`src/pkg/ssf_pkg.sv`:
```
// Package for the serial status flag block: register map, field layout,
// reset values and the carriers that join it to the shift logic.
// Assumes a single 200 MHz clock shared with the shift and bus logic.
package ssf_pkg;

  // ----------------------------------------------------------------
  // Register map (byte addresses)
  // ----------------------------------------------------------------
  localparam logic [3:0] SSF_OFS_STATUS = 4'h0;
  localparam logic [3:0] SSF_OFS_CTRL = 4'h4;
  localparam logic [3:0] SSF_OFS_TXHOLD = 4'h8;
  localparam logic [3:0] SSF_OFS_RXHOLD = 4'hC;

  // ----------------------------------------------------------------
  // Status register fields
  // ----------------------------------------------------------------
  localparam int SSF_B_TDE = 7;
  localparam int SSF_B_RDF = 6;
  localparam int SSF_B_OVR = 5;
  localparam int SSF_B_FRM = 4;
  localparam int SSF_B_PAR = 3;
  localparam int SSF_B_TFN = 2;
  localparam int SSF_B_MPI = 1;
  localparam int SSF_B_MPO = 0;
  localparam logic [7:0] SSF_STATUS_RST = 8'h84;
  // Flags cleared by read-one then write-zero
  localparam logic [7:0] SSF_CLR_MASK = 8'hF8;

  // ----------------------------------------------------------------
  // Control register fields
  // ----------------------------------------------------------------
  localparam int SSF_C_TE = 0;
  localparam int SSF_C_RE = 1;
  localparam int SSF_C_SYNC = 2;
  localparam int SSF_C_PEN = 3;
  localparam int SSF_C_PODD = 4;
  localparam int SSF_C_STOP2 = 5;
  localparam int SSF_C_MP = 6;
  localparam logic [6:0] SSF_CTRL_RST = 7'h00;

  localparam logic [7:0] SSF_BYTE_ZERO = 8'h00;

  // ----------------------------------------------------------------
  // Carriers
  // ----------------------------------------------------------------
  typedef struct packed {
    logic done;
    logic [7:0] data;
    logic stop;
    logic parity;
    logic mp;
  } ssf_rx_evt_s;

  typedef struct packed {
    logic tx_en;
    logic rx_en;
    logic sync_mode;
    logic parity_en;
    logic parity_odd;
    logic two_stop;
    logic mp_format;
  } ssf_cfg_s;

endpackage

```
`src/hdl/ssf_status.sv`:
```
// Status flag logic of the serial unit with its Avalon-MM register slave.
// Assumes the shift logic runs on the same clock and pulses its events.
//
// How it works
// - Status loads 0x84 on reset and low power
// - Flags clear by read-one, write-zero
// - Finished flag and mp input bit read-only
// - Holding empty set on shifter load
// - Holding empty set when transmit disabled
// - Holding empty cleared by holding write
// - Receive full set on clean reception
// - Receive full cleared by holding read
// - Errors or receive off leave receive full alone
// - Reception while full sets overrun, drops byte
// - Overrun halts reception; sync halts transmit
// - Receive disable keeps error flags
// - Async zero stop bit sets framing flag
// - Only first stop bit is checked
// - Framing error stores byte, halts reception
// - Async parity mismatch sets parity flag
// - Parity error stores byte, halts reception
// - Finished flag set at last bit if empty
// - Mp bit captured; bit 0 drives mp out
`timescale 1ns/10ps

module ssf_status
  import ssf_pkg::*;
#(
  parameter int ADDR_W = 4
) (
  // Clock and reset
  input wire logic clock,
  input wire logic rst_b,
  // Low-power entry (standby, watch, subactive, subsleep)
  input wire logic low_power,
  // Avalon-MM slave
  input wire logic [ADDR_W-1:0] address,
  input wire logic read,
  input wire logic write,
  input wire logic [3:0] byteenable,
  input wire logic [31:0] writedata,
  output logic [31:0] readdata,
  output logic waitrequest,
  // Shift logic events
  input wire logic tx_load,
  input wire logic tx_last_bit,
  input wire ssf_pkg::ssf_rx_evt_s rx_evt,
  // Shift logic controls
  output logic [7:0] tx_holding,
  output logic tx_holding_empty,
  output logic mp_bit_out,
  output ssf_pkg::ssf_cfg_s cfg,
  output logic rx_halt,
  output logic tx_halt
);

  import ssf_pkg::*;

  // Four address bits are decoded, so a narrower bus cannot reach all offsets
  if (ADDR_W < 4) begin : g_addr_chk
    $error("ssf_status: ADDR_W must be at least 4");
  end

  // ----------------------------------------------------------------
  // State
  // ----------------------------------------------------------------
  logic waitreq_q;
  logic [31:0] rdata_q;
  logic [7:0] status_q;
  logic [7:0] seen_q;
  logic [6:0] ctrl_q;
  logic [7:0] tx_hold_q;
  logic [7:0] rx_hold_q;
  logic rx_halt_q;
  logic tx_halt_q;

  // ----------------------------------------------------------------
  // Bus decode
  // ----------------------------------------------------------------
  logic req;
  logic accept;
  logic wr_acc;
  logic rd_acc;
  logic [3:0] ofs;

  assign req = read | write;
  // Access takes effect only at the edge where waitrequest is low
  assign accept = req & ~waitreq_q;
  assign wr_acc = accept & write & byteenable[0];
  assign rd_acc = accept & read;
  assign ofs = address[3:0];

  function automatic logic hit(input logic [3:0] a, input logic [3:0] o);
    return a == o;
  endfunction

  // ----------------------------------------------------------------
  // Fault summary
  // ----------------------------------------------------------------
  // Any of the three error flags stops reception, and transmit too in sync mode
  function automatic logic any_fault(input logic [7:0] s);
    return s[SSF_B_OVR] | s[SSF_B_FRM] | s[SSF_B_PAR];
  endfunction

  logic fault_now;
  // Read live so an event one cycle after an error is already refused
  assign fault_now = any_fault(status_q);

  logic wr_status;
  logic wr_ctrl;
  logic wr_tx;
  logic rd_status;
  logic rd_rx;

  assign wr_status = wr_acc & hit(ofs, SSF_OFS_STATUS);
  assign wr_ctrl = wr_acc & hit(ofs, SSF_OFS_CTRL);
  assign wr_tx = wr_acc & hit(ofs, SSF_OFS_TXHOLD);
  assign rd_status = rd_acc & hit(ofs, SSF_OFS_STATUS);
  assign rd_rx = rd_acc & hit(ofs, SSF_OFS_RXHOLD);

  // Zero write with a recorded read of one clears the flag
  logic [7:0] zero_clr;
  assign zero_clr = wr_status ? (~writedata[7:0] & seen_q & SSF_CLR_MASK) : SSF_BYTE_ZERO;

  // ----------------------------------------------------------------
  // Receive event qualification
  // ----------------------------------------------------------------
  logic rx_take;
  logic fr_err;
  logic par_err;
  logic rx_err;
  logic rx_ovr;
  logic rx_good;

  // Halted or disabled receiver drops the event entirely
  assign rx_take = rx_evt.done & ctrl_q[SSF_C_RE] & ~fault_now;
  // Incoming stop is the first stop bit; the second is never looked at
  assign fr_err = ~ctrl_q[SSF_C_SYNC] & ~rx_evt.stop;
  assign par_err = ~ctrl_q[SSF_C_SYNC] & ctrl_q[SSF_C_PEN]
                   & ((^{rx_evt.data, rx_evt.parity}) != ctrl_q[SSF_C_PODD]);
  assign rx_err = fr_err | par_err;
  assign rx_ovr = rx_take & status_q[SSF_B_RDF];
  assign rx_good = rx_take & ~status_q[SSF_B_RDF] & ~rx_err;

  // Mp bit is taken even from an errored byte, so software sees what came in
  logic mp_take;
  assign mp_take = rx_take & ctrl_q[SSF_C_MP] & ~ctrl_q[SSF_C_SYNC];

  // ----------------------------------------------------------------
  // Bus answer
  // ----------------------------------------------------------------
  // One wait cycle per access so read data is steady at acceptance
  always_ff @(posedge clock) begin
    if (!rst_b) begin
      waitreq_q <= 1'b1;
    end else if (req && waitreq_q) begin
      waitreq_q <= 1'b0;
    end else begin
      waitreq_q <= 1'b1;
    end
  end

  always_ff @(posedge clock) begin
    if (!rst_b) begin
      rdata_q <= 32'h0000_0000;
    end else if (read && waitreq_q) begin
      case (ofs)
        SSF_OFS_STATUS: rdata_q <= {24'h00_0000, status_q};
        SSF_OFS_CTRL: rdata_q <= {25'h000_0000, ctrl_q};
        SSF_OFS_TXHOLD: rdata_q <= {24'h00_0000, tx_hold_q};
        SSF_OFS_RXHOLD: rdata_q <= {24'h00_0000, rx_hold_q};
        default: rdata_q <= 32'h0000_0000;
      endcase
    end
  end

  // ----------------------------------------------------------------
  // Control and data registers
  // ----------------------------------------------------------------
  always_ff @(posedge clock) begin
    if (!rst_b) begin
      ctrl_q <= SSF_CTRL_RST;
    end else if (wr_ctrl) begin
      ctrl_q <= writedata[6:0];
    end
  end

  always_ff @(posedge clock) begin
    if (!rst_b) begin
      tx_hold_q <= SSF_BYTE_ZERO;
    end else if (wr_tx) begin
      tx_hold_q <= writedata[7:0];
    end
  end

  // Errored bytes still land here; overrun keeps the older byte
  always_ff @(posedge clock) begin
    if (!rst_b) begin
      rx_hold_q <= SSF_BYTE_ZERO;
    end else if (rx_take && !rx_ovr) begin
      rx_hold_q <= rx_evt.data;
    end
  end

  // ----------------------------------------------------------------
  // Status flags
  // ----------------------------------------------------------------
  always_ff @(posedge clock) begin
    if (!rst_b || low_power) begin
      status_q[SSF_B_TDE] <= SSF_STATUS_RST[SSF_B_TDE];
    end else if (tx_load || !ctrl_q[SSF_C_TE]) begin
      status_q[SSF_B_TDE] <= 1'b1;
    end else if (wr_tx || zero_clr[SSF_B_TDE]) begin
      status_q[SSF_B_TDE] <= 1'b0;
    end
  end

  always_ff @(posedge clock) begin
    if (!rst_b || low_power) begin
      status_q[SSF_B_RDF] <= SSF_STATUS_RST[SSF_B_RDF];
    end else if (rx_good) begin
      status_q[SSF_B_RDF] <= 1'b1;
    end else if (rd_rx || zero_clr[SSF_B_RDF]) begin
      status_q[SSF_B_RDF] <= 1'b0;
    end
  end

  // Error flags: set beats a same-cycle clear
  always_ff @(posedge clock) begin
    if (!rst_b || low_power) begin
      status_q[SSF_B_OVR] <= SSF_STATUS_RST[SSF_B_OVR];
    end else if (rx_ovr) begin
      status_q[SSF_B_OVR] <= 1'b1;
    end else if (zero_clr[SSF_B_OVR]) begin
      status_q[SSF_B_OVR] <= 1'b0;
    end
  end

  // Overrun byte is never checked, so it raises no framing or parity flag
  always_ff @(posedge clock) begin
    if (!rst_b || low_power) begin
      status_q[SSF_B_FRM] <= SSF_STATUS_RST[SSF_B_FRM];
    end else if (rx_take && !rx_ovr && fr_err) begin
      status_q[SSF_B_FRM] <= 1'b1;
    end else if (zero_clr[SSF_B_FRM]) begin
      status_q[SSF_B_FRM] <= 1'b0;
    end
  end

  always_ff @(posedge clock) begin
    if (!rst_b || low_power) begin
      status_q[SSF_B_PAR] <= SSF_STATUS_RST[SSF_B_PAR];
    end else if (rx_take && !rx_ovr && par_err) begin
      status_q[SSF_B_PAR] <= 1'b1;
    end else if (zero_clr[SSF_B_PAR]) begin
      status_q[SSF_B_PAR] <= 1'b0;
    end
  end

  // Last bit with nothing queued, or transmitter off, ends the transfer
  logic tfn_set;
  assign tfn_set = (tx_last_bit & status_q[SSF_B_TDE]) | ~ctrl_q[SSF_C_TE];

  // Finished flag takes no bus data; a holding write or a holding-empty clear drops it
  always_ff @(posedge clock) begin
    if (!rst_b || low_power) begin
      status_q[SSF_B_TFN] <= SSF_STATUS_RST[SSF_B_TFN];
    end else if (tfn_set) begin
      status_q[SSF_B_TFN] <= 1'b1;
    end else if (wr_tx || zero_clr[SSF_B_TDE]) begin
      status_q[SSF_B_TFN] <= 1'b0;
    end
  end

  always_ff @(posedge clock) begin
    if (!rst_b || low_power) begin
      status_q[SSF_B_MPI] <= SSF_STATUS_RST[SSF_B_MPI];
    end else if (mp_take) begin
      status_q[SSF_B_MPI] <= rx_evt.mp;
    end
  end

  always_ff @(posedge clock) begin
    if (!rst_b || low_power) begin
      status_q[SSF_B_MPO] <= SSF_STATUS_RST[SSF_B_MPO];
    end else if (wr_status) begin
      status_q[SSF_B_MPO] <= writedata[SSF_B_MPO];
    end
  end

  // ----------------------------------------------------------------
  // Read-as-one record
  // ----------------------------------------------------------------
  // Record goes stale once the flag drops, so a new set needs a new read
  always_ff @(posedge clock) begin
    if (!rst_b || low_power) begin
      seen_q <= SSF_BYTE_ZERO;
    end else begin
      seen_q <= (seen_q | (rd_status ? rdata_q[7:0] : SSF_BYTE_ZERO))
                & status_q & SSF_CLR_MASK;
    end
  end

  // ----------------------------------------------------------------
  // Halt controls
  // ----------------------------------------------------------------
  // Registered for the shifter; the receive gate itself uses the live flags
  always_ff @(posedge clock) begin
    if (!rst_b) begin
      rx_halt_q <= 1'b0;
    end else begin
      rx_halt_q <= fault_now;
    end
  end

  always_ff @(posedge clock) begin
    if (!rst_b) begin
      tx_halt_q <= 1'b0;
    end else begin
      tx_halt_q <= ctrl_q[SSF_C_SYNC] & fault_now;
    end
  end

  // ----------------------------------------------------------------
  // Outputs
  // ----------------------------------------------------------------
  assign readdata = rdata_q;
  assign waitrequest = waitreq_q;
  assign tx_holding = tx_hold_q;
  assign tx_holding_empty = status_q[SSF_B_TDE];
  assign mp_bit_out = status_q[SSF_B_MPO];
  // Field by field: the struct lists enable first, the register holds it at bit 0
  assign cfg = {ctrl_q[SSF_C_TE],
                ctrl_q[SSF_C_RE],
                ctrl_q[SSF_C_SYNC],
                ctrl_q[SSF_C_PEN],
                ctrl_q[SSF_C_PODD],
                ctrl_q[SSF_C_STOP2],
                ctrl_q[SSF_C_MP]};
  assign rx_halt = rx_halt_q;
  assign tx_halt = tx_halt_q;

endmodule

```
`config.mk`:
```
export PLATFORM = sky130hd
export DESIGN_NAME = ssf_status
export DESIGN_NICKNAME = d
export VERILOG_FILES = /design/src/pkg/ssf_pkg.sv /design/src/hdl/ssf_status.sv
export SDC_FILE = /design/constraint.sdc
export NUM_CORES = 1
export LEC_CHECK = 0
export ABC_AREA = 1
export BUFFER_PORTS_ARGS = -buffer_cell sky130_fd_sc_hd__clkbuf_2
export CAP_MARGIN = 20
export CORE_UTILIZATION = 46
export DETAILED_ROUTE_END_ITERATION = 10
export GPL_TIMING_DRIVEN = 0
export MAX_ROUTING_LAYER = met4
export PLACE_DENSITY_LB_ADDON = 0.25
export SETUP_SLACK_MARGIN = 0.2
export SYNTH_ARGS = -nofsm -noshare
export SYNTH_HDL_FRONTEND = slang
export SYNTH_SLANG_ARGS = --single-unit
```
`constraint.sdc`:
```
create_clock -name clock -period 1.6 [get_ports clock]
set_clock_uncertainty 0.05 [all_clocks]
set_input_delay 0.32 -clock clock [delete_from_list [all_inputs] [get_ports clock]]
set_output_delay 0.32 -clock clock [all_outputs]
set_load 0.01 [all_outputs]
```
==> results of run 1 <==
synth_stat cells (3+ instances only):
cell	count	area [sq um]
a21oi_1	25	125
o21ai_1	14	70.1
nor2_4	3	33.8
inv_1	25	93.8
buf_4	26	195
nand2_1	62	233
nand3_1	5	25.0
o21ai_0	14	70.1
nor3_1	5	25.0
nor2_1	43	161
dfxtp_1	47	941
xnor2_1	3	26.3
nand3_2	3	30.0
clkbuf_1	3	11.3
o211ai_1	4	30.0
inv_2	11	41.3
layout make-up:
class | instances | share of cell area
Multi-Input combinational cell | 226 | 0.385
Sequential cell | 47 | 0.320
Timing Repair Buffer | 65 | 0.114
Clock inverter | 1 | 0.00254
Inverter | 36 | 0.0466
Tap cell | 67 | 0.0284
Buffer | 29 | 0.0712
Clock buffer | 7 | 0.0326
power groups by stage:
stage,Clock (uW),Combinational [uW],Sequential [uW]
after floorplan,0,161,1210
after global placement,0,246,1210
after detailed placement,0,249,1210
after CTS,798,249,1180
after global routing,842,284,1180
final,789,254,1180
through the flow:
step           cells  utilization  setup WS (ns)  area, sq um
6_report         478        0.617          0.215         2950
5_1_grt          478        0.617          0.147         2950
3_5_place_dp     464        0.581          0.110         2780
4_1_cts          472        0.603          0.216         2880
3_3_place_gp     464        0.581          0.146         2780
2_1_floorplan    338            -          0.303         2400
per-layer routing:
| metal | track usage | up-vias | share of wire |
|---|---|---|---|
| li1 | - | 1164 | - |
| met1 | 0.318 | 978 | 0.48 |
| met2 | 0.345 | 91 | 0.44 |
| met3 | 0.0345 | 8 | 0.066 |
| met4 | 0.0893 | 0 | 0.012 |
| met5 | - | - | 0 |
path summary, 6_finish.rpt:
path | from | end | slack [ns] | depth (start not counted)
max reg2reg | status_q[3]$_SDFFE_PP0P_ | status_q[4]$_SDFFE_PP0P_ | 0.21 | 8
max | status_q[3]$_SDFFE_PP0P_ | status_q[4]$_SDFFE_PP0P_ | 0.21 | 8
min reg2reg | seen_q[3]$_SDFF_PP0_ | seen_q[3]$_SDFF_PP0_ | 0.42 | 2
min | tx_load | tx_holding_empty$_SDFFE_PP1P_ | 0.15 | 2
cell usage in the layout (no fill, tap or decap), types with 2 or more instances in the layout:
cell type,n
inv_2,11
nand3_4,3
nand3_2,2
dfxtp_1,44
nor3_1,5
nor2_4,4
o211ai_1,4
inv_1,24
nand3_1,5
buf_4,30
conb_1,24
clkbuf_1,3
clkbuf_2,59
o22ai_1,2
nand2_1,62
dfxtp_2,3
o21ai_1,16
nor2_1,41
o21ai_0,12
a21oi_1,25
clkbuf_8,7
nand4_1,2
nor2_2,3
xnor2_1,3
o2111ai_1,2
worst max-delay path, delay by kind of cell (launching register included):
family                 cells  cell delay (ns)
buffers and inverters      2             0.28
flip-flops                 1             0.34
AO/OA/AOI/OAI              1             0.09
AND/OR/NAND/NOR            5             0.54
kinds of logic (layout without fill, tap and decap cells):
kind of cell / Yosys count / after routing / synth area share
buf+inv: 65 / 138 / 0.148
simple gates: 133 / 133 / 0.275
other cells: 1 / 24 / 0.00162
compound gates: 65 / 65 / 0.154
flops: 47 / 47 / 0.406
xor+xnor: 4 / 4 / 0.0151
registers in the layout, indices dropped and copies added (netlist names):
name              flops
ctrl_q                7
mp_bit_out            1
status_q              6
seen_q                5
readdata              8
waitrequest           1
tx_holding_empty      1
tx_holding            8
rx_hold_q             8
tx_halt               1
rx_halt               1
repair_timing:
action                     CTS  global route
setup endpoints to repair    0            24
resized for setup            0            12
setup buffers                0             5
==> results.txt, run 1 <==
ratio of cells with drive above 1 in the final layout = 0.316
effective utilization at floorplan = 0.484
Post-route DRC = 0
synthesized area = 2310 sq um
syn_area_per_cell = 7.35 sq um
final hold slack = 0.147 ns
GPL Wtd Cong = 0.942
via-per-instance ratio = 4.69
hpwl dp = 4.60 mm
first-pass GRT wire length = 8.96 mm
final setup fails = 0
Slew Viols, Final = 0
cts hold-fix bufs = 0
Port Buffer Count = 59
ys flop type = dfxtp_1
H-Tree Depth = 2
Comb pwr share = 0.114
Core ar. = 4790 sq um
CP required = 1.77 ns
total negative slack = 0 ns
Final Hold Viols = 0
max cap viols = 0
Clock Path Buffers = 2
filler instances = 455
Power, Total = 2220 uW
Startpoint Class = flip-flop
#FFs+latches synth = 47
# clock sinks = 47
pin count of the biggest net entering global routing = 15
global route overflow = 0
Cell Chain, Critical Path = nor2_1, nand2_1, inv_2, nand3_4, nor2_4, buf_2, nand3_1, o31ai_1
initial DRC count = 156
EDFF count, synth = 0
worst skew pair latency = 0.30 ns
Max IR drop VDD = 699 uV
Post-Syn Instances = 315
row count = 25
CTS tree = built
CTS clk-pin slew, worst paths = 0.09 ns
fin nets = 469
I/O pin total = 111
CP max stage delay = 0.34 ns
RSZ-0062 raised after global routing = true
Netlist cell types = 33
asr flop ratio synth = 0
PwrDens = 753 nW/um^2
maximum clock frequency = 722 MHz
period utilization = 0.866
total track usage = 0.232
die extent in x = 72.9 um
vias post-DR = 2241
CP Class = flip-flop to flip-flop
sw frac = 0.249
Total Routed Length = 5.82 mm
Pre-Repair DR Iteration Count = 4
Internal Pwr Total = 1670 uW
crit path max fanout = 5
# diodes = 0
DIE AREA = 5320 sq um
status = completed
area grow syn2layout = 27.6%
switching pwr = 553 uW
Arr. time, crit path = 1.55 ns
Leak = 0.00140 uW
root buf cell = clkbuf_8
initial antenna violation count = 0
die extent in y = 72.9 um
part of the power in the clock network = 0.355
number of global-route vias before repair = 1884
sequential share of power = 0.531
fin crit period = 1.39 ns
WL/cell = 12.2 um
Ys Warns = 0
multi-input logic area = 1140 sq um
Num CTS Buffers = 5
Final ANT Viol Nets = 0
slowest cell on the critical path = dfxtp_2
sequential fraction of the synthesis area = 0.406
worst hold path type = input pin to flip-flop
FF+latch area = 945 sq um
Crit. End Element = flip-flop
Note: power is estimated with default switching activity, not from simulation.
==> run 2, diff against run 1 <==
--- a/config.mk
+++ b/config.mk
@@ -8,7 +8,8 @@
 export ABC_AREA = 1
 export BUFFER_PORTS_ARGS = -buffer_cell sky130_fd_sc_hd__clkbuf_2
 export CAP_MARGIN = 20
-export CORE_UTILIZATION = 46
+export CORE_UTILIZATION = 48
+export CTS_BUF_LIST = sky130_fd_sc_hd__clkbuf_4 sky130_fd_sc_hd__clkbuf_8
 export DETAILED_ROUTE_END_ITERATION = 10
 export GPL_TIMING_DRIVEN = 0
 export MAX_ROUTING_LAYER = met4
==> results.txt, run 2 (synthesized netlist as in run 1, its figures left out) <==
status = completed
via-per-instance ratio = 4.93 (+5.3%)
Final Hold Viols = 0 (unchanged)
hpwl dp = 4.59 mm (-0.28%)
fin crit period = 1.35 ns (-0.0355 ns)
row count = 24 (-4.0%)
Internal Pwr Total = 1590 uW (-5.0%)
initial DRC count = 164 (+5.1%)
final hold slack = 0.175 ns (+0.0282 ns)
Buf/Inv on CP = 2 (unchanged)
Comb pwr share = 0.122 (+0.008)
most common cell after layout, fill and taps aside = nand2_1
root buf cell = clkbuf_8
dpl cell area = 2760 sq um (-0.68%)
die extent in x = 71.4 um (-2.0%)
Final ANT Viol Nets = 0 (unchanged)
Leak = 0.00139 uW (-1.0%)
die extent in y = 71.4 um (-2.0%)
CP endpoint = rx_hold_q[6]$_SDFFE_PN0N_
period utilization = 0.844 (-0.0222)
Slew Viols, Final = 0 (unchanged)
pin count of the biggest net entering global routing = 13 (-2)
DIE AREA = 5100 sq um (-4.0%)
part of the power in the clock network = 0.318 (-0.037)
CTS tree = built
Top Family by Delay on Critical Path = simple AND/OR/NAND/NOR gates
switching pwr = 521 uW (-5.8%)
Post-route DRC = 0 (unchanged)
effective utilization at floorplan = 0.514 (+0.0302)
CP Class = flip-flop to flip-flop
FF-to-FF setup slack = 0.25 ns (+0.04 ns)
r2r worst-path depth = 8 (unchanged)
WL/cell = 12.7 um (+4.1%)
CP max stage delay = 0.34 ns (about the same)
total track usage = 0.243 (+0.0117)
Worst R2R Start = status_q[3]$_SDFFE_PP0P_
maximum clock frequency = 741 MHz (+2.6%)
global route overflow = 0 (unchanged)
max cap viols = 0 (unchanged)
Arr. time, crit path = 1.53 ns (-0.02 ns)
CTS clk-pin slew, worst paths = 0.08 ns (about the same)
CP required = 1.78 ns (about the same)
worst skew pair latency = 0.30 ns (about the same)
GPL Wtd Cong = 0.933 (-0.95%)
final setup fails = 0 (unchanged)
cts hold-fix bufs = 0 (unchanged)
filler instances = 440 (-3.3%)
worst hold path type = input pin to flip-flop
Startpoint Class = flip-flop
Num CTS Buffers = 5 (unchanged)
area grow syn2layout = 25.5%
total negative slack = 0 ns (unchanged)
fin area = 2910 sq um (-1.7%)
worst r2r dst = rx_hold_q[6]$_SDFFE_PN0N_
Crit. End Element = flip-flop
# clock sinks = 47 (unchanged)
commonest cells after routing, fill and taps aside = nand2_1, clkbuf_2, dfxtp_1
RSZ-0062 raised after global routing = false
worst setup path start = status_q[3]$_SDFFE_PP0P_
Layout Utilization = 0.645 (+0.0277)
ratio of cells with drive above 1 in the final layout = 0.317 (+0.000652)
Cell Chain, Critical Path = nor2_1, nand2_1, inv_2, nand3_4, nor2_4, buf_4, o21ai_0, nor2_1
vias post-DR = 2265 (+1.1%)
Core ar. = 4500 sq um (-5.9%)
Port Buffer Count = 59 (unchanged)
initial antenna violation count = 0 (unchanged)
number of global-route vias before repair = 1993 (+5.8%)
sequential share of power = 0.560 (+0.029)
Clock Path Buffers = 2 (unchanged)
I/O pin total = 111 (unchanged)
Placed Cells = 449 (-3.2%)
crit path max fanout = 5 (unchanged)
# diodes = 0 (unchanged)
first-pass GRT wire length = 9.31 mm (+3.8%)
CP Depth = 8 (unchanged)
PwrDens = 726 nW/um^2 (-3.6%)
Hold Path Cell Cnt = 2 (unchanged)
slowest cell on the critical path = dfxtp_2
H-Tree Depth = 2 (unchanged)
Max IR drop VDD = 614 uV (-12%)
CP dominant cell by count = nor2_1
Total Routed Length = 5.82 mm (about the same)
sw frac = 0.247 (-0.00165)
fin nets = 467 (-0.43%)
Pre-Repair DR Iteration Count = 5 (+1)
non-filler cells in the finished layout = 459 (-4.0%)
run 2: cell count changes in the layout (fill, tap and decap cells not counted), sizes merged:
cell	delta
buf	-2
clkbuf	-1
clkinvlp	-1
run 2: stage by stage:
| stage | setup slack [ns] | total power (uW) |
|---|---|---|
| after global placement | 0.144 | 1450 |
| after global routing | 0.159 | 2190 |
| final | 0.250 | 2110 |
| after detailed placement | 0.109 | 1460 |
| after CTS | 0.206 | 2110 |
| after floorplan | 0.303 | 1370 |
run 2: what timing repair did:
action,4_1_cts,5_1_grt
endpoints found under the setup margin,1,26
pin swaps,0,5
resized for setup,1,14
gates cloned,0,1
buffers inserted,0,3
run 2: power groups by stage:
| stage | Clock, uW | Sequential [uW] | Combinational, uW |
|---|---|---|---|
| 6_report | 669 | 1180 | 258 |
| 5_1_grt | 728 | 1180 | 282 |
| 4_1_cts | 676 | 1180 | 249 |
| 3_5_place_dp | 0 | 1210 | 248 |
| 3_3_place_gp | 0 | 1210 | 246 |
| 2_1_floorplan | 0 | 1210 | 161 |
run 2: worst min path at each step:
stage	slack (ns)	endpoint	start
after floorplan	0.37	tx_holding_empty$_SDFFE_PP1P_	tx_load
after global placement	0.39	seen_q[3]$_SDFF_PP0_	seen_q[3]$_SDFF_PP0_
after detailed placement	0.40	rx_hold_q[3]$_SDFFE_PN0N_	rx_hold_q[3]$_SDFFE_PN0N_
after CTS	0.17	tx_holding_empty$_SDFFE_PP1P_	tx_load
after global routing	0.16	tx_holding_empty$_SDFFE_PP1P_	tx_load
final	0.18	tx_holding_empty$_SDFFE_PP1P_	tx_load
run 2: worst register-to-register path, stage by stage, from the launching register on:
cell and delay (ns):
dfxtp_2 0.34, nor2_1 0.10, nand2_1 0.06, inv_2 0.08, nand3_4 0.10, nor2_4 0.20
buf_4 0.17, o21ai_0 0.07, nor2_1 0.12
run 2: routing by layer:
layer | up-vias | wire (um) | GRT usage
met4 | 0 | 58 | 0.0667
met1 | 998 | 2690 | 0.329
met5 | - | 0 | -
li1 | 1166 | - | -
met2 | 93 | 2620 | 0.382
met3 | 8 | 457 | 0.0366
run 2: cell type report:
type / count / area [sq um] / share of cell area
Timing Repair Buffer: 63 / 325 / 0.112
Buffer: 29 / 210 / 0.0724
Tap cell: 52 / 65.1 / 0.0224
Sequential cell: 47 / 945 / 0.325
Clock buffer: 6 / 76.3 / 0.0263
Inverter: 36 / 138 / 0.0474
Multi-Input combinational cell: 226 / 1150 / 0.394
==> run 3, diff against run 2 <==
--- a/config.mk
+++ b/config.mk
@@ -5,10 +5,10 @@
 export SDC_FILE = /design/constraint.sdc
 export NUM_CORES = 1
 export LEC_CHECK = 0
-export ABC_AREA = 1
+export ABC_AREA = 0
 export BUFFER_PORTS_ARGS = -buffer_cell sky130_fd_sc_hd__clkbuf_2
 export CAP_MARGIN = 20
-export CORE_UTILIZATION = 48
+export CORE_UTILIZATION = 43
 export CTS_BUF_LIST = sky130_fd_sc_hd__clkbuf_4 sky130_fd_sc_hd__clkbuf_8
 export DETAILED_ROUTE_END_ITERATION = 10
 export GPL_TIMING_DRIVEN = 0
==> constraint.sdc (replaced) <==
create_clock -name clock -period 1.2 [get_ports clock]
set_clock_uncertainty 0.05 [all_clocks]
set_input_delay 0.24 -clock clock [delete_from_list [all_inputs] [get_ports clock]]
set_output_delay 0.24 -clock clock [all_outputs]
set_load 0.01 [all_outputs]
==> results.txt, run 3 <==
period utilization = 1.30 (+0.456)
Ys Warns = 0 (unchanged)
Top Family by Delay on Critical Path = simple AND/OR/NAND/NOR gates
cts hold-fix bufs = 0 (unchanged)
DIE AREA = 5790 sq um (+13%)
Post-synth top cells = dfxtp_1, nor2b_1, mux2i_1, buf_4, nand2_1
H-Tree Depth = 2 (unchanged)
Total Routed Length = 6.06 mm (+4.1%)
Max IR drop VDD = 518 uV (-16%)
pin count of the biggest net entering global routing = 14 (+1)
synthesized area = 2360 sq um (+1.9%)
final hold slack = 0.0764 ns (-0.0989 ns)
max cap viols = 0 (unchanged)
Placed Cells = 376 (-16%)
ratio of cells with drive above 1 in the final layout = 0.571 (+0.254)
initial antenna violation count = 0 (unchanged)
Crit. End Element = flip-flop
I/O pin total = 111 (unchanged)
Final ANT Viol Nets = 0 (unchanged)
asr flop ratio synth = 0 (unchanged)
vias post-DR = 1981 (-13%)
via-per-instance ratio = 4.83 (-2.1%)
worst hold path type = input pin to flip-flop
Post-Syn Instances = 224 (-29%)
initial DRC count = 71 (-57%)
syn_area_per_cell = 10.5 sq um (+43%)
filler instances = 439 (-0.23%)
Rel. slew slack = 0.556
Clock Path Buffers = 2 (unchanged)
row count = 26 (+8.3%)
Startpoint Class = flip-flop
Area contributors post-synth = dfxtp_1, mux2i_1, nor2b_1, buf_4, mux4_2
WL/cell = 14.8 um (+17%)
maximum clock frequency = 641 MHz (-13%)
root buf cell = clkbuf_8
final setup fails = 41 (+41)
number of global-route vias before repair = 1843 (-7.5%)
EDFF count, synth = 0 (unchanged)
area grow syn2layout = 51.4%
Buf/Inv on CP = 2 (unchanged)
global route overflow = 0 (unchanged)
worst skew pair latency = 0.30 ns (about the same)
non-filler cells in the finished layout = 410 (-11%)
Slew Viols, Final = 0 (unchanged)
effective utilization at floorplan = 0.453 (-0.0605)
post-route setup slack = -0.360 ns (-0.610 ns)
fin crit period = 1.56 ns (+0.210 ns)
fin nets = 398 (-15%)
Arr. time, crit path = 1.72 ns (+0.19 ns)
# diodes = 0 (unchanged)
CP required = 1.36 ns (-0.42 ns)
commonest cells after routing, fill and taps aside = buf_4, buf_6, nor2b_1
GPL Wtd Cong = 0.842 (-9.7%)
Cell Chain, Critical Path = nor4b_4, buf_4, nand4b_1, buf_6, mux2i_1, nor2b_1
most common cell after layout, fill and taps aside = buf_4
slowest cell on the critical path = dfxtp_4
ys flop type = dfxtp_1
first-pass GRT wire length = 9.10 mm (-2.2%)
failing checks = negative setup slack
Final Hold Viols = 0 (unchanged)
PwrDens = 853 nW/um^2 (+18%)
CP Class = flip-flop to flip-flop
top-count cell post-synth = dfxtp_1
Slew @ Worst Pin = 0.665 ns
CP max stage delay = 0.37 ns (+0.03 ns)
hpwl dp = 4.23 mm (-7.7%)
crit path max fanout = 7 (+2)
Core ar. = 5200 sq um (+16%)
most area-hungry cell type in the Yosys netlist = dfxtp_1
#FFs+latches synth = 47 (unchanged)
RSZ-0062 raised after global routing = true
die extent in y = 76.1 um (+6.5%)
total track usage = 0.209 (-0.0344)
CTS clk-pin slew, worst paths = 0.08 ns (about the same)
Port Buffer Count = 59 (unchanged)
sequential fraction of the synthesis area = 0.399 (-0.00776)
die extent in x = 76.1 um (+6.5%)
CTS tree = built
Post-route DRC = 0 (unchanged)
Pre-Repair DR Iteration Count = 4 (-1)
Netlist cell types = 52 (+58%)
Synth top area share = 0.399 (-0.00776)
Num CTS Buffers = 5 (unchanged)
# clock sinks = 47 (unchanged)
status = finished, violations left
Leak = 0.00157 uW (+13%)
[run 3: changes by cell type after synthesis, moves of 11 or more]
cell	previous run	this run
nand2_1	62	9
a21oi_1	25	7
nor2b_1	0	32
nor2_1	43	7
o21ai_0	14	1
inv_1	25	4
inv_2	11	0
mux2i_1	0	25
o21ai_1	14	0
[run 3: power breakdown]
group | switching (uW) | total, uW | internal (uW)
clock network | 513 | 1060 | 549
logic | 208 | 426 | 218
registers | 7.21 | 1560 | 1550
[run 3: through the flow]
stage / area (sq um) / util / setup slack (ns) / setup TNS, ns / total power, uW
3_3_place_gp: 2920 / 0.561 / -0.520 / -11.72 / 1980
2_1_floorplan: 2530 / - / -0.270 / -4.26 / 1860
4_1_cts: 3310 / 0.635 / -0.358 / -9.33 / 3040
3_5_place_dp: 2920 / 0.561 / -0.540 / -13.04 / 1980
6_report: 3570 / 0.687 / -0.360 / -10.51 / 3050
5_1_grt: 3570 / 0.687 / -0.455 / -13.43 / 3140
[run 3: repair_timing]
item	in CTS	in global routing
setup endpoints to repair	74	74
pin swaps	16	2
buffers inserted	20	5
cloned	1	0
gates resized for setup	45	68
[run 3: worst paths after layout]
| path | to | slack (ns) | start | cells past startpoint |
|---|---|---|---|---|
| worst max-delay path | ctrl_q[0]$_SDFFE_PN0P_ | -0.36 | waitrequest$_SDFF_PN1_ | 6 |
| worst min-delay path | tx_holding_empty$_SDFFE_PP1P_ | 0.08 | tx_load | 2 |
| worst max register to register | ctrl_q[0]$_SDFFE_PN0P_ | -0.36 | waitrequest$_SDFF_PN1_ | 6 |
| worst min register to register | seen_q[7]$_SDFF_PP0_ | 0.44 | seen_q[7]$_SDFF_PP0_ | 2 |
[run 3: cells by family after synthesis]
kind of cell / Yosys count / synth area share
buffers and inverters: 36 / 0.108
XOR/XNOR: 9 / 0.0398
other: 1 / 0.00159
AO/OA/AOI/OAI: 28 / 0.0859
AND/OR/NAND/NOR: 70 / 0.187
multiplexers: 33 / 0.179
flip-flops: 47 / 0.399
[run 3: cell type report]
class,instances,area [sq um],area share
multi-input combinational,164,1420,0.397
inverter,4,15.0,0.00420
tap,70,87.6,0.0245
clock buffer,8,104,0.0291
sequential,47,990,0.277
timing repair buffer,85,693,0.194
buffer,32,264,0.0739
[run 3: worst register-to-register path: stages, from the launching register on]
cell and delay (ns):
dfxtp_4 0.37, nor4b_4 0.30, buf_4 0.18, nand4b_1 0.12, buf_6 0.18, mux2i_1 0.12, nor2b_1 0.17
[run 3: layer usage]
| metal | vias up | part of all wire | GRT usage |
|---|---|---|---|
| met4 | 0 | 0.016 | 0.0673 |
| li1 | 975 | - | - |
| met2 | 74 | 0.48 | 0.337 |
| met3 | 11 | 0.050 | 0.0371 |
| met5 | - | 0 | - |
| met1 | 921 | 0.45 | 0.267 |
